==> src/include/port7_mux_pkg.sv <==
// constants and types shared by the port 7 pin function selector
package port7_mux_pkg;

    // register byte offsets on the wishbone bus
    localparam logic [7:0] OFS_IOCR0    = 8'h00;
    localparam logic [7:0] OFS_IOCR1    = 8'h04;
    localparam logic [7:0] OFS_IOCR2    = 8'h08;
    localparam logic [7:0] OFS_IOCR3    = 8'h0C;
    localparam logic [7:0] OFS_PORT_OUT = 8'h10;
    localparam logic [7:0] OFS_PORT_IN  = 8'h14;
    localparam logic [7:0] OFS_STATUS   = 8'h18;

    // selector field inside each pin_io_control_reg
    localparam int unsigned SEL_LSB = 4;
    localparam int unsigned SEL_W   = 4;
    localparam int unsigned SEL_EN  = 3;
    localparam logic [3:0]  SEL_RST = 4'h0;
    localparam logic [3:0]  OUT_RST = 4'h0;

    // alternate output indices in the selector low bits
    localparam logic [1:0] ALT0 = 2'h0;
    localparam logic [1:0] ALT1 = 2'h1;
    localparam logic [1:0] ALT2 = 2'h2;
    localparam logic [1:0] ALT3 = 2'h3;

    // status register bit positions
    localparam int unsigned ST_DBG_ACTIVE = 0;
    localparam int unsigned ST_TEST_MODE  = 1;
    localparam int unsigned ST_TDO_PD     = 2;
    localparam int unsigned ST_TDI_PU     = 3;
    localparam int unsigned ST_DBG_RST    = 4;

    // debug access port positions chosen at start-up
    localparam logic [1:0] DBG_PORT_POS0 = 2'h0;
    localparam logic [1:0] DBG_PORT_POS2 = 2'h2;

    // start-up sequence after power-on reset release
    typedef enum logic [3:0] {
        SU_SYNC0  = 4'b0001,
        SU_SYNC1  = 4'b0010,
        SU_SAMPLE = 4'b0100,
        SU_RUN    = 4'b1000
    } startup_t;

endpackage : port7_mux_pkg

==> src/rtl/port7_pin_mux.sv <==
// port 7 bits 0 to 3 pin function selector with wishbone registers
//
// Implementation choices: the address map and the Wishbone slave port.
`timescale 1ns/100ps

module port7_pin_mux
    import port7_mux_pkg::*;
#(
    parameter int unsigned ADDR_W = 8
) (
    input  wire logic              core_clk,             // system clock
    input  wire logic              rst_n,                // power-on reset
    // wishbone slave
    input  wire logic              wb_cyc_i,             // bus cycle
    input  wire logic              wb_stb_i,             // strobe
    input  wire logic              wb_we_i,              // write
    input  wire logic [ADDR_W-1:0] wb_adr_i,             // byte address
    input  wire logic [31:0]       wb_dat_i,             // write data
    input  wire logic [3:0]        wb_sel_i,             // byte lanes
    output logic      [31:0]       wb_dat_o,             // read data
    output logic                   wb_ack_o,             // acknowledge
    // pads of port 7 bits 0 to 3
    input  wire logic [3:0]        pin_in,               // pad levels
    output logic      [3:0]        pin_out,              // pad drive
    output logic      [3:0]        pin_oe,               // pad enable
    // start-up and debug pins
    input  wire logic              debug_reset_in,       // test reset pin
    input  wire logic              factory_test_strap,   // strap pin
    input  wire logic [1:0]        dbg_port_sel,         // start-up port
    input  wire logic              jtag_pos_c_sel,       // start-up jtag
    input  wire logic              tdo_out,              // debug data
    input  wire logic              tdo_oe,               // debug drives
    // peripheral outputs to be routed
    input  wire logic              timer3_toggle_out,    // timer T3
    input  wire logic              timer6_toggle_out,    // timer T6
    input  wire logic              analog_mux_ctl0,      // mux bit 0
    input  wire logic              analog_mux_ctl1,      // mux bit 1
    input  wire logic              serial_ch1_data_out,  // serial 1
    input  wire logic              serial_ch0_data_out,  // serial 0
    input  wire logic              prog_clock_out,       // clock out
    // peripheral inputs from the pins
    output logic                   capcomp_position_in0, // bit 2
    output logic                   capcomp_position_in1, // bit 3
    output logic                   capcomp_trap_in,      // bit 1
    output logic                   debug_break_in,       // bit 1
    output logic                   service_req_trigger,  // bit 0
    output logic                   serial_ch1_data_in,   // bit 3
    output logic                   tdi_in,               // bit 2
    output logic                   tms_in,               // bit 3
    // debug and test state
    output logic                   debug_active,         // latched
    output logic                   debug_sys_reset,      // hold debug
    output logic                   test_mode_en,         // strap low
    output logic                   tdo_pulldown_en,      // pad pull
    output logic                   tdi_pullup_en         // pad pull
);
    // offsets need five address bits; buses wider than eight bits alias
    if (ADDR_W < 5 || ADDR_W > 32) begin : g_bad_addr_w
        $error("ADDR_W must lie between 5 and 32");
    end

    ////////////////////////////////////////////////////////////////////
    // helpers

    // output enable bit of a selector field
    function automatic logic sel_en(input logic [SEL_W-1:0] f);
        return f[SEL_EN];
    endfunction : sel_en

    // alternate index; bit 2 is stored but does not steer
    function automatic logic [1:0] sel_idx(input logic [SEL_W-1:0] f);
        return f[1:0];
    endfunction : sel_idx

    ////////////////////////////////////////////////////////////////////
    // pin synchronisers

    logic [3:0] pin_s1;
    logic [3:0] pin_s2;
    logic       trst_s1;
    logic       trst_s2;
    logic       strap_s1;
    logic       strap_s2;
    logic [3:0] next_pin_s1;
    logic       next_trst_s1;
    logic       next_strap_s1;

    // first stage is read by the second stage only
    always_comb begin
        next_pin_s1   = pin_in;
        next_trst_s1  = debug_reset_in;
        next_strap_s1 = factory_test_strap;
    end

    // strap resets high so no false test mode at start
    always_ff @(posedge core_clk or negedge rst_n) begin
        if (!rst_n) begin
            pin_s1   <= 4'h0;
            pin_s2   <= 4'h0;
            trst_s1  <= 1'b0;
            trst_s2  <= 1'b0;
            strap_s1 <= 1'b1;
            strap_s2 <= 1'b1;
        end else begin
            pin_s1   <= next_pin_s1;
            pin_s2   <= pin_s1;
            trst_s1  <= next_trst_s1;
            trst_s2  <= trst_s1;
            strap_s1 <= next_strap_s1;
            strap_s2 <= strap_s1;
        end
    end

    ////////////////////////////////////////////////////////////////////
    // start-up capture after power-on reset

    startup_t state;
    startup_t next_state;
    logic     next_debug_active;
    logic     next_tdo_pd;
    logic     next_tdi_pu;
    logic     next_dbg_rst;
    logic     next_test_mode;

    // wait two edges so the synchronised level is the real pin
    always_comb begin
        next_state        = state;
        next_debug_active = debug_active;
        next_tdo_pd       = tdo_pulldown_en;
        next_tdi_pu       = tdi_pullup_en;
        unique case (state)
            SU_SYNC0: next_state = SU_SYNC1;
            SU_SYNC1: next_state = SU_SAMPLE;
            SU_SAMPLE: begin
                next_state        = SU_RUN;
                next_debug_active = trst_s2;
                next_tdo_pd       = (dbg_port_sel == DBG_PORT_POS0) ||
                                    (dbg_port_sel == DBG_PORT_POS2);
                next_tdi_pu       = jtag_pos_c_sel;
            end
            SU_RUN:   next_state = SU_RUN;
        endcase
        // the probe pulls the reset pin low to clear the debug system
        next_dbg_rst   = !next_debug_active || !trst_s2;
        // low strap opens factory test modes
        next_test_mode = !strap_s2;
    end

    always_ff @(posedge core_clk or negedge rst_n) begin
        if (!rst_n) begin
            state           <= SU_SYNC0;
            debug_active    <= 1'b0;
            tdo_pulldown_en <= 1'b0;
            tdi_pullup_en   <= 1'b0;
            debug_sys_reset <= 1'b1;
            test_mode_en    <= 1'b0;
        end else begin
            state           <= next_state;
            debug_active    <= next_debug_active;
            tdo_pulldown_en <= next_tdo_pd;
            tdi_pullup_en   <= next_tdi_pu;
            debug_sys_reset <= next_dbg_rst;
            test_mode_en    <= next_test_mode;
        end
    end

    ////////////////////////////////////////////////////////////////////
    // wishbone slave and registers

    logic [SEL_W-1:0] iocr [4];
    logic [SEL_W-1:0] next_iocr [4];
    logic [3:0]       port_val;
    logic [3:0]       next_port_val;
    logic [31:0]      next_dat;
    logic             next_ack;
    logic             req;
    logic             wr;
    logic [7:0]       adr;

    // answer one edge after the request; write lands on the next edge, while ack is high
    always_comb begin
        adr           = 8'(wb_adr_i);
        req           = wb_cyc_i && wb_stb_i;
        next_ack      = req && !wb_ack_o;
        wr            = req && wb_ack_o && wb_we_i && wb_sel_i[0];
        next_port_val = port_val;
        next_dat      = 32'h0000_0000;
        for (int i = 0; i < 4; i++) begin
            next_iocr[i] = iocr[i];
            if (wr && adr == OFS_IOCR0 + 8'(4 * i)) begin
                next_iocr[i] = wb_dat_i[SEL_LSB +: SEL_W];
            end
            if (adr == OFS_IOCR0 + 8'(4 * i)) begin
                next_dat[SEL_LSB +: SEL_W] = iocr[i];
            end
        end
        if (wr && adr == OFS_PORT_OUT) begin
            next_port_val = wb_dat_i[3:0];
        end
        // unmapped offsets still ack and read as zero
        unique case (adr)
            OFS_PORT_OUT: next_dat[3:0] = port_val;
            OFS_PORT_IN:  next_dat[3:0] = pin_s2;
            OFS_STATUS: begin
                next_dat[ST_DBG_ACTIVE] = debug_active;
                next_dat[ST_TEST_MODE]  = test_mode_en;
                next_dat[ST_TDO_PD]     = tdo_pulldown_en;
                next_dat[ST_TDI_PU]     = tdi_pullup_en;
                next_dat[ST_DBG_RST]    = debug_sys_reset;
            end
            default: ;
        endcase
        if (!next_ack) begin
            next_dat = 32'h0000_0000;
        end
    end

    always_ff @(posedge core_clk or negedge rst_n) begin
        if (!rst_n) begin
            for (int i = 0; i < 4; i++) begin
                iocr[i] <= SEL_RST;
            end
            port_val <= OUT_RST;
            wb_dat_o <= 32'h0000_0000;
            wb_ack_o <= 1'b0;
        end else begin
            iocr     <= next_iocr;
            port_val <= next_port_val;
            wb_dat_o <= next_dat;
            wb_ack_o <= next_ack;
        end
    end

    ////////////////////////////////////////////////////////////////////
    // output selection per pin

    logic [3:0] next_pin_out;
    logic [3:0] next_pin_oe;

    // undefined alternates leave the pin as input only
    always_comb begin
        next_pin_out = 4'h0;
        next_pin_oe  = 4'h0;
        for (int i = 0; i < 4; i++) begin
            next_pin_oe[i] = sel_en(iocr[i]);
        end
        // bit 0
        unique case (sel_idx(iocr[0]))
            ALT0: next_pin_out[0] = port_val[0];
            ALT1: next_pin_out[0] = timer3_toggle_out;
            ALT2: next_pin_out[0] = timer6_toggle_out;
            ALT3: next_pin_oe[0]  = 1'b0;
        endcase
        // bit 1
        unique case (sel_idx(iocr[1]))
            ALT0: next_pin_out[1] = port_val[1];
            ALT1: next_pin_out[1] = prog_clock_out;
            default: next_pin_oe[1] = 1'b0;
        endcase
        // bit 2
        unique case (sel_idx(iocr[2]))
            ALT0: next_pin_out[2] = port_val[2];
            ALT1: next_pin_out[2] = analog_mux_ctl0;
            default: next_pin_oe[2] = 1'b0;
        endcase
        // bit 3
        unique case (sel_idx(iocr[3]))
            ALT0: next_pin_out[3] = port_val[3];
            ALT1: next_pin_out[3] = analog_mux_ctl1;
            ALT2: next_pin_out[3] = serial_ch1_data_out;
            ALT3: next_pin_out[3] = serial_ch0_data_out;
        endcase
        // debug owns test data out regardless of the selector
        if (debug_active && tdo_oe) begin
            next_pin_oe[0]  = 1'b1;
            next_pin_out[0] = tdo_out;
        end
        // clear drive value when disabled so the pad sees no glitch
        next_pin_out = next_pin_out & next_pin_oe;
    end

    always_ff @(posedge core_clk or negedge rst_n) begin
        if (!rst_n) begin
            pin_out <= 4'h0;
            pin_oe  <= 4'h0;
        end else begin
            pin_out <= next_pin_out;
            pin_oe  <= next_pin_oe;
        end
    end

    ////////////////////////////////////////////////////////////////////
    // input routing to peripherals

    logic [7:0] in_route;
    logic [7:0] next_in_route;

    // pin levels reach every input function whatever drives the pad
    always_comb begin
        next_in_route[0] = pin_s2[2];
        next_in_route[1] = pin_s2[3];
        next_in_route[2] = pin_s2[1];
        next_in_route[3] = pin_s2[1];
        next_in_route[4] = pin_s2[0];
        next_in_route[5] = pin_s2[3];
        next_in_route[6] = pin_s2[2];
        next_in_route[7] = pin_s2[3];
    end

    always_ff @(posedge core_clk or negedge rst_n) begin
        if (!rst_n) begin
            in_route <= 8'h00;
        end else begin
            in_route <= next_in_route;
        end
    end

    // each routed input comes straight from its flip-flop
    assign capcomp_position_in0 = in_route[0];
    assign capcomp_position_in1 = in_route[1];
    assign capcomp_trap_in      = in_route[2];
    assign debug_break_in       = in_route[3];
    assign service_req_trigger  = in_route[4];
    assign serial_ch1_data_in   = in_route[5];
    assign tdi_in               = in_route[6];
    assign tms_in               = in_route[7];
endmodule : port7_pin_mux

==> config.mk <==
export PLATFORM = sky130hd
export DESIGN_NAME = port7_pin_mux
export DESIGN_NICKNAME = d
export VERILOG_FILES = /design/src/include/port7_mux_pkg.sv /design/src/rtl/port7_pin_mux.sv
export SDC_FILE = /design/constraint.sdc
export NUM_CORES = 1
export LEC_CHECK = 0
export BUFFER_PORTS_ARGS = -buffer_cell sky130_fd_sc_hd__buf_2
export CORE_ASPECT_RATIO = 0.9
export CORE_MARGIN = 4
export CORE_UTILIZATION = 44
export CTS_BUF_LIST = sky130_fd_sc_hd__clkbuf_4
export CTS_CLUSTER_DIAMETER = 120
export CTS_CLUSTER_SIZE = 28
export DETAILED_ROUTE_END_ITERATION = 7
export PLACE_DENSITY = 0.79
export SKIP_LAST_GASP = 1
export SLEW_MARGIN = 30
export SYNTH_ARGS = -nofsm -noshare
export SYNTH_HDL_FRONTEND = slang
export SYNTH_SLANG_ARGS = --single-unit
==> constraint.sdc <==
create_clock -name core_clk -period 1.4 [get_ports core_clk]
set_input_delay 0 -clock core_clk [delete_from_list [all_inputs] [get_ports core_clk]]
set_output_delay 0 -clock core_clk [all_outputs]
set_load 0.01 [all_outputs]
# Word level (Yosys, flattened, before mapping)
# Index checks and enable logic that the tools add are counted.
word_totals:
  ff_bits: 90
  out_inout_bits: 54
classes:
  eq_ne: 19
  mux: 18
  n_bitwise: 1
  n_reduce_logical: 26
ops:
  columns: ["op", "count"]
  rows:
  - ["equality test 8 x 5 -> 1 bit, second input constant", 3]
  - ["one-hot mux 4 bit (3 select lines)", 2]
  - ["equality test 8 x 4 -> 1 bit, second input constant", 2]
  - ["2-to-1 mux 4 bit", 4]
  - ["logical AND 1 bit", 11]
  - ["equality test 2 bit, second input constant", 5]
  - ["logical NOT 2 bit", 5]
  - ["equality test 2 x 1 -> 1 bit, second input constant", 4]
  - ["equality test 8 x 3 -> 1 bit, second input constant", 1]
  - ["logical NOT 8 bit", 1]
  - ["2-to-1 mux 8 bit", 1]
  - ["2-to-1 mux 1 bit", 7]
  - ["OR reduction 2 bit", 3]
  - ["AND 4 bit", 1]
  - ["equality test 4 x 1 -> 1 bit, second input constant", 1]
  - ["equality test 4 x 2 -> 1 bit, second input constant", 1]
  - ["equality test 4 x 3 -> 1 bit, second input constant", 1]
  - ["equality test 4 bit, second input constant", 1]
  - ["logical NOT 1 bit", 4]
  - ["one-hot mux 1 bit (2 select lines)", 2]
  - ["one-hot mux 1 bit (4 select lines)", 1]
  - ["one-hot mux 1 bit (3 select lines)", 1]
  - ["logical OR 1 bit", 2]

# Logic depth before layout (Yosys ltp)
logic_depth:
  ltp_word: 7
  depth_mapped: 4
  depth_no_buf: 3

# Worst setup path after synthesis
# No wires, ideal clock.
synth_path:
  path_type: "register to register"
  startpoint: "reg state[1]"
  endpoint: "reg tdi_pullup_en"
  setup_time_ns: 0.125
  arrival_ns: 1.357
  t_required_ns: 1.275
  slack_ns: -0.082
  path_stages_with_launch: 3
  path_buffers: 0
  synth_period_minus_slack_ns: 1.482
  cell_sequence: "dfrtp_1 -> nor4b_1 -> mux2_2"
synth_between:
  elab_chain_len: 1
synth_lines:
  columns: ["element", "line", "rtl"]
  rows:
  - ["start, declared", "port7_pin_mux.sv:117", "startup_t state;"]
  - ["start signal, assigned", "port7_pin_mux.sv:158", "state <= next_state;"]
  - ["equality test 4 x 3 -> 1 bit", "port7_pin_mux.sv:131", "unique case (state)"]
  - ["end signal, assigned", "port7_pin_mux.sv:161", "tdi_pullup_en <= next_tdi_pu;"]
  - ["end, declared", "port7_pin_mux.sv:55", "output logic tdi_pullup_en"]
# Every way passes these cells.
# A chain may end at the register's enable or synchronous reset.

# Worst setup path after layout
layout_path:
  startpoint: "reg wb_ack_o"
  endpoint: "reg iocr[5] in the netlist's numbering"
layout_between:
  elab_chain_len: 4
layout_lines:
  columns: ["element", "line", "rtl"]
  rows:
  - ["start, declared", "port7_pin_mux.sv:21", "output logic wb_ack_o,"]
  - ["start signal, assigned", "port7_pin_mux.sv:230", "wb_ack_o <= next_ack;"]
  - ["logical AND 1 bit (3 in a row)", "port7_pin_mux.sv:185", "wr = req && wb_ack_o && wb_we_i && wb_sel_i[0];"]
  - ["logical AND 1 bit", "port7_pin_mux.sv:190", "if (wr && adr == OFS_IOCR0 + 8'(4 * i)) begin"]
  - ["end signal, assigned", "port7_pin_mux.sv:227", "iocr <= next_iocr;"]
  - ["end, declared", "port7_pin_mux.sv:170", "logic [SEL_W-1:0] iocr [4];"]
# Every way passes these cells.

==> impl_metrics.yaml <==
place:
  hpwlAfterDp_um: 3870
  dpl.cell_count: 322
  placement.io_buffers: 68
  gp_congestion: 0.749
  dp_worst_setup_slack_ns: -0.191
global_routing:
  antenna_found_initial: 0
  grt_overflow_total: 0
  grt.total_usage_pct: 16.1
  grt_pass1_vias: 1796
  grt_start_max_net_pins: 63
  grt_pass1_wl_um: 8960
setup_path:
  cp.arrival_ns: 1.78
  reg2reg_depth: 5
  critical_path_class: "reg2reg"
  reg2reg_to: "iocr[5]$_DFFE_PN0P_"
  r2r-start: "wb_ack_o$_DFF_PN0_"
  cp-start-kind: "flop"
  critPathCaptureType: "flop"
  crit_path_max_fanout: 5
  regToRegSetupSlack_ns: -0.08
  cp.required_ns: 1.69
timing:
  final_hold_viol_count: 0
  slew_viol_final: 0
  fin_skew_ns: 0.0121
  worst_slack_ns: -0.0834
  period_share_pct: 106
  fin_crit_ns: 1.48
  tns_ns: -0.481
  fmax_mhz: 674
  finalSetupViolCount: 9
  rsz0062_at_grt: "yes"
synth:
  ys_types: 34
  async_flop_share_pct: 100
  synth.largest_area_cell: "dfrtp_1"
  yosysSeqAreaShare_pct: 58.4
  synth.area.top_cells: "dfrtp_1, buf_4, mux2_1, mux4_2, nor4_4"
  synth_top_area_share_pct: 54.4
  syn-cell-area_um2: 2670
  synth_common_cells: "dfrtp_1, buf_4, mux2_1"
  synthFlopType: "dfrtp_1"
  ys_warn_count: 0
  ys_seq_elements: 62
  yosysMostFrequentCell: "dfrtp_1"
  synth_area_per_cell_um2: 14.6
  synth_edf_count: 0
  netlist_instances: 183
cts:
  root_buffer: "clkbuf_4"
  cts.sinks: 62
  cts_tree: "done"
  insertion_delay_ns: 0.41
  clockBufferDepth: 2
  cts.clk_slew.worst_paths_ns: 0.10
  htreeDepth: 3
  cts_buffers: 9
floorplan:
  die_w_um: 90.1
  die_area_um2: 7370
  coreArea_um2: 5790
  ios: 121
  initial_core_util_pct: 46.0
  num_rows: 26
  dieHeight_um: 81.9
cells_and_area:
  utilization_pct: 60.0
  layout.nets: 358
  diodes: 0
  fin_cells: 366
  fill_cells: 490
  drive_gt1_share_pct: 45.6
  area_delta_synth_final_pct: 30.3
min_path:
  min_to: "pin_out[3]$_DFF_PN0_"
  min_from: "analog_mux_ctl1"
  min_path_type: "in2reg"
  whs_path_depth: 3
detailed_routing:
  via_count: 1701
  drt_iter0_drc: 103
  drc: 0
  drt_wl_total_um: 5420
  ant_nets: 0
  avgViaCountPerCell: 4.65
  wl_per_cell_um: 14.8
  first_pass_iters: 4
status:
  status: "finished with violations"
  violations: "negative setup slack"
power:
  p_leak_uw: 0.00173
  powerDensity_nw_per_um2: 1060
  ir_drop_mv: 0.706
run:
  cap_violations: 0
layout by cell type, fill, tap and decap left out, drive strengths merged, types with 3 or more instances in the layout:
cell type    Yosys  final
dlygate4sd3      0     22
clkinvlp         0      3
or2              5      5
nor4             5      5
mux4             5      5
conb             1     25
or4              4      4
a21oi            5      5
dfrtp           58     58
dfstp            4      4
buf             30     81
clkbuf           0      9
mux2            22     22
mux2i            7      7
clkinv           0      3
nor2             3      3
nor2b            8      8
nand2            6      6
routing by layer:
metal  up-vias  global-route usage [%]  wire [um]
met3         8                    6.68        432
li1        814                       -          -
met4         0                    6.42         78
met5         -                       0          0
met1       810                    19.3       2370
met2        69                    26.1       2540
where the power goes:
part	internal (uW)	switching (uW)
registers	1910	97.4
clock network	528	638
logic	246	253
total	2680	989
flip-flops by register name, summed over array words and instances (netlist names), 4 cells and up:
register / flops
wb_dat_o: 8
state: 4
in_route: 4
pin_s1: 4
pin_s2: 4
iocr: 16
port_val: 4
pin_out: 4
pin_oe: 4
worst max-delay path, stage by stage, from the launching register on:
cell and delay (ns):
dfrtp_2 0.41, nand3_4 0.13, buf_6 0.15, nor4_4 0.19, buf_4 0.19, mux2_4 0.30
through the flow:
| step | instance area, um2 | hold slack, ns | total power, uW |
|---|---|---|---|
| after global routing | 3470 | 0.00144 | 3870 |
| final | 3470 | 0.0246 | 3670 |
| after CTS | 3400 | -0.151 | 3700 |
| after floorplan | 2770 | -0.296 | 2290 |
| after global placement | 3040 | 0.0256 | 2470 |
| after detailed placement | 3040 | 0.0297 | 2490 |
final cells by class:
type	count	area, um2	area share (%)
Inverter	2	7.51	0.216
Clock inverter	7	65.1	1.87
Timing Repair Buffer	103	674	19.4
Clock buffer	9	67.6	1.95
Tap cell	70	87.6	2.52
Multi-Input combinational cell	113	1010	29.2
Sequential cell	62	1560	44.8
worst max path at each step:
stage,slack (ns),start,cells past startpoint,end
after CTS,-0.06,wb_ack_o$_DFF_PN0_,4,iocr[14]$_DFFE_PN0P_
after global placement,-0.13,wb_adr_i[1],4,iocr[12]$_DFFE_PN0P_
after floorplan,-0.05,wb_ack_o$_DFF_PN0_,3,port_val[0]$_DFFE_PN0P_
final,-0.08,wb_ack_o$_DFF_PN0_,5,iocr[5]$_DFFE_PN0P_
after detailed placement,-0.19,wb_adr_i[1],4,iocr[12]$_DFFE_PN0P_
after global routing,-0.12,wb_ack_o$_DFF_PN0_,5,iocr[5]$_DFFE_PN0P_
logic make-up after synthesis:
family                    synth area share (%)
AOI/OAI and AO/OA                         2.53
muxes                                     16.7
and+or+nand+nor                           13.4
xor gates and xnor gates                 0.329
DFF                                       58.4
other                                    0.141
buffers and inverters                     8.49
repair_timing:
action / in CTS / in global routing
buffers inserted: 1 / 5
endpoints found under the setup margin: 20 / 16
hold buffers: 21 / 1
gates resized for setup: 1 / 8
pin swaps: 6 / 3
endpoints found under the hold margin: 94 / 4
(Power assumes the default switching activity.)
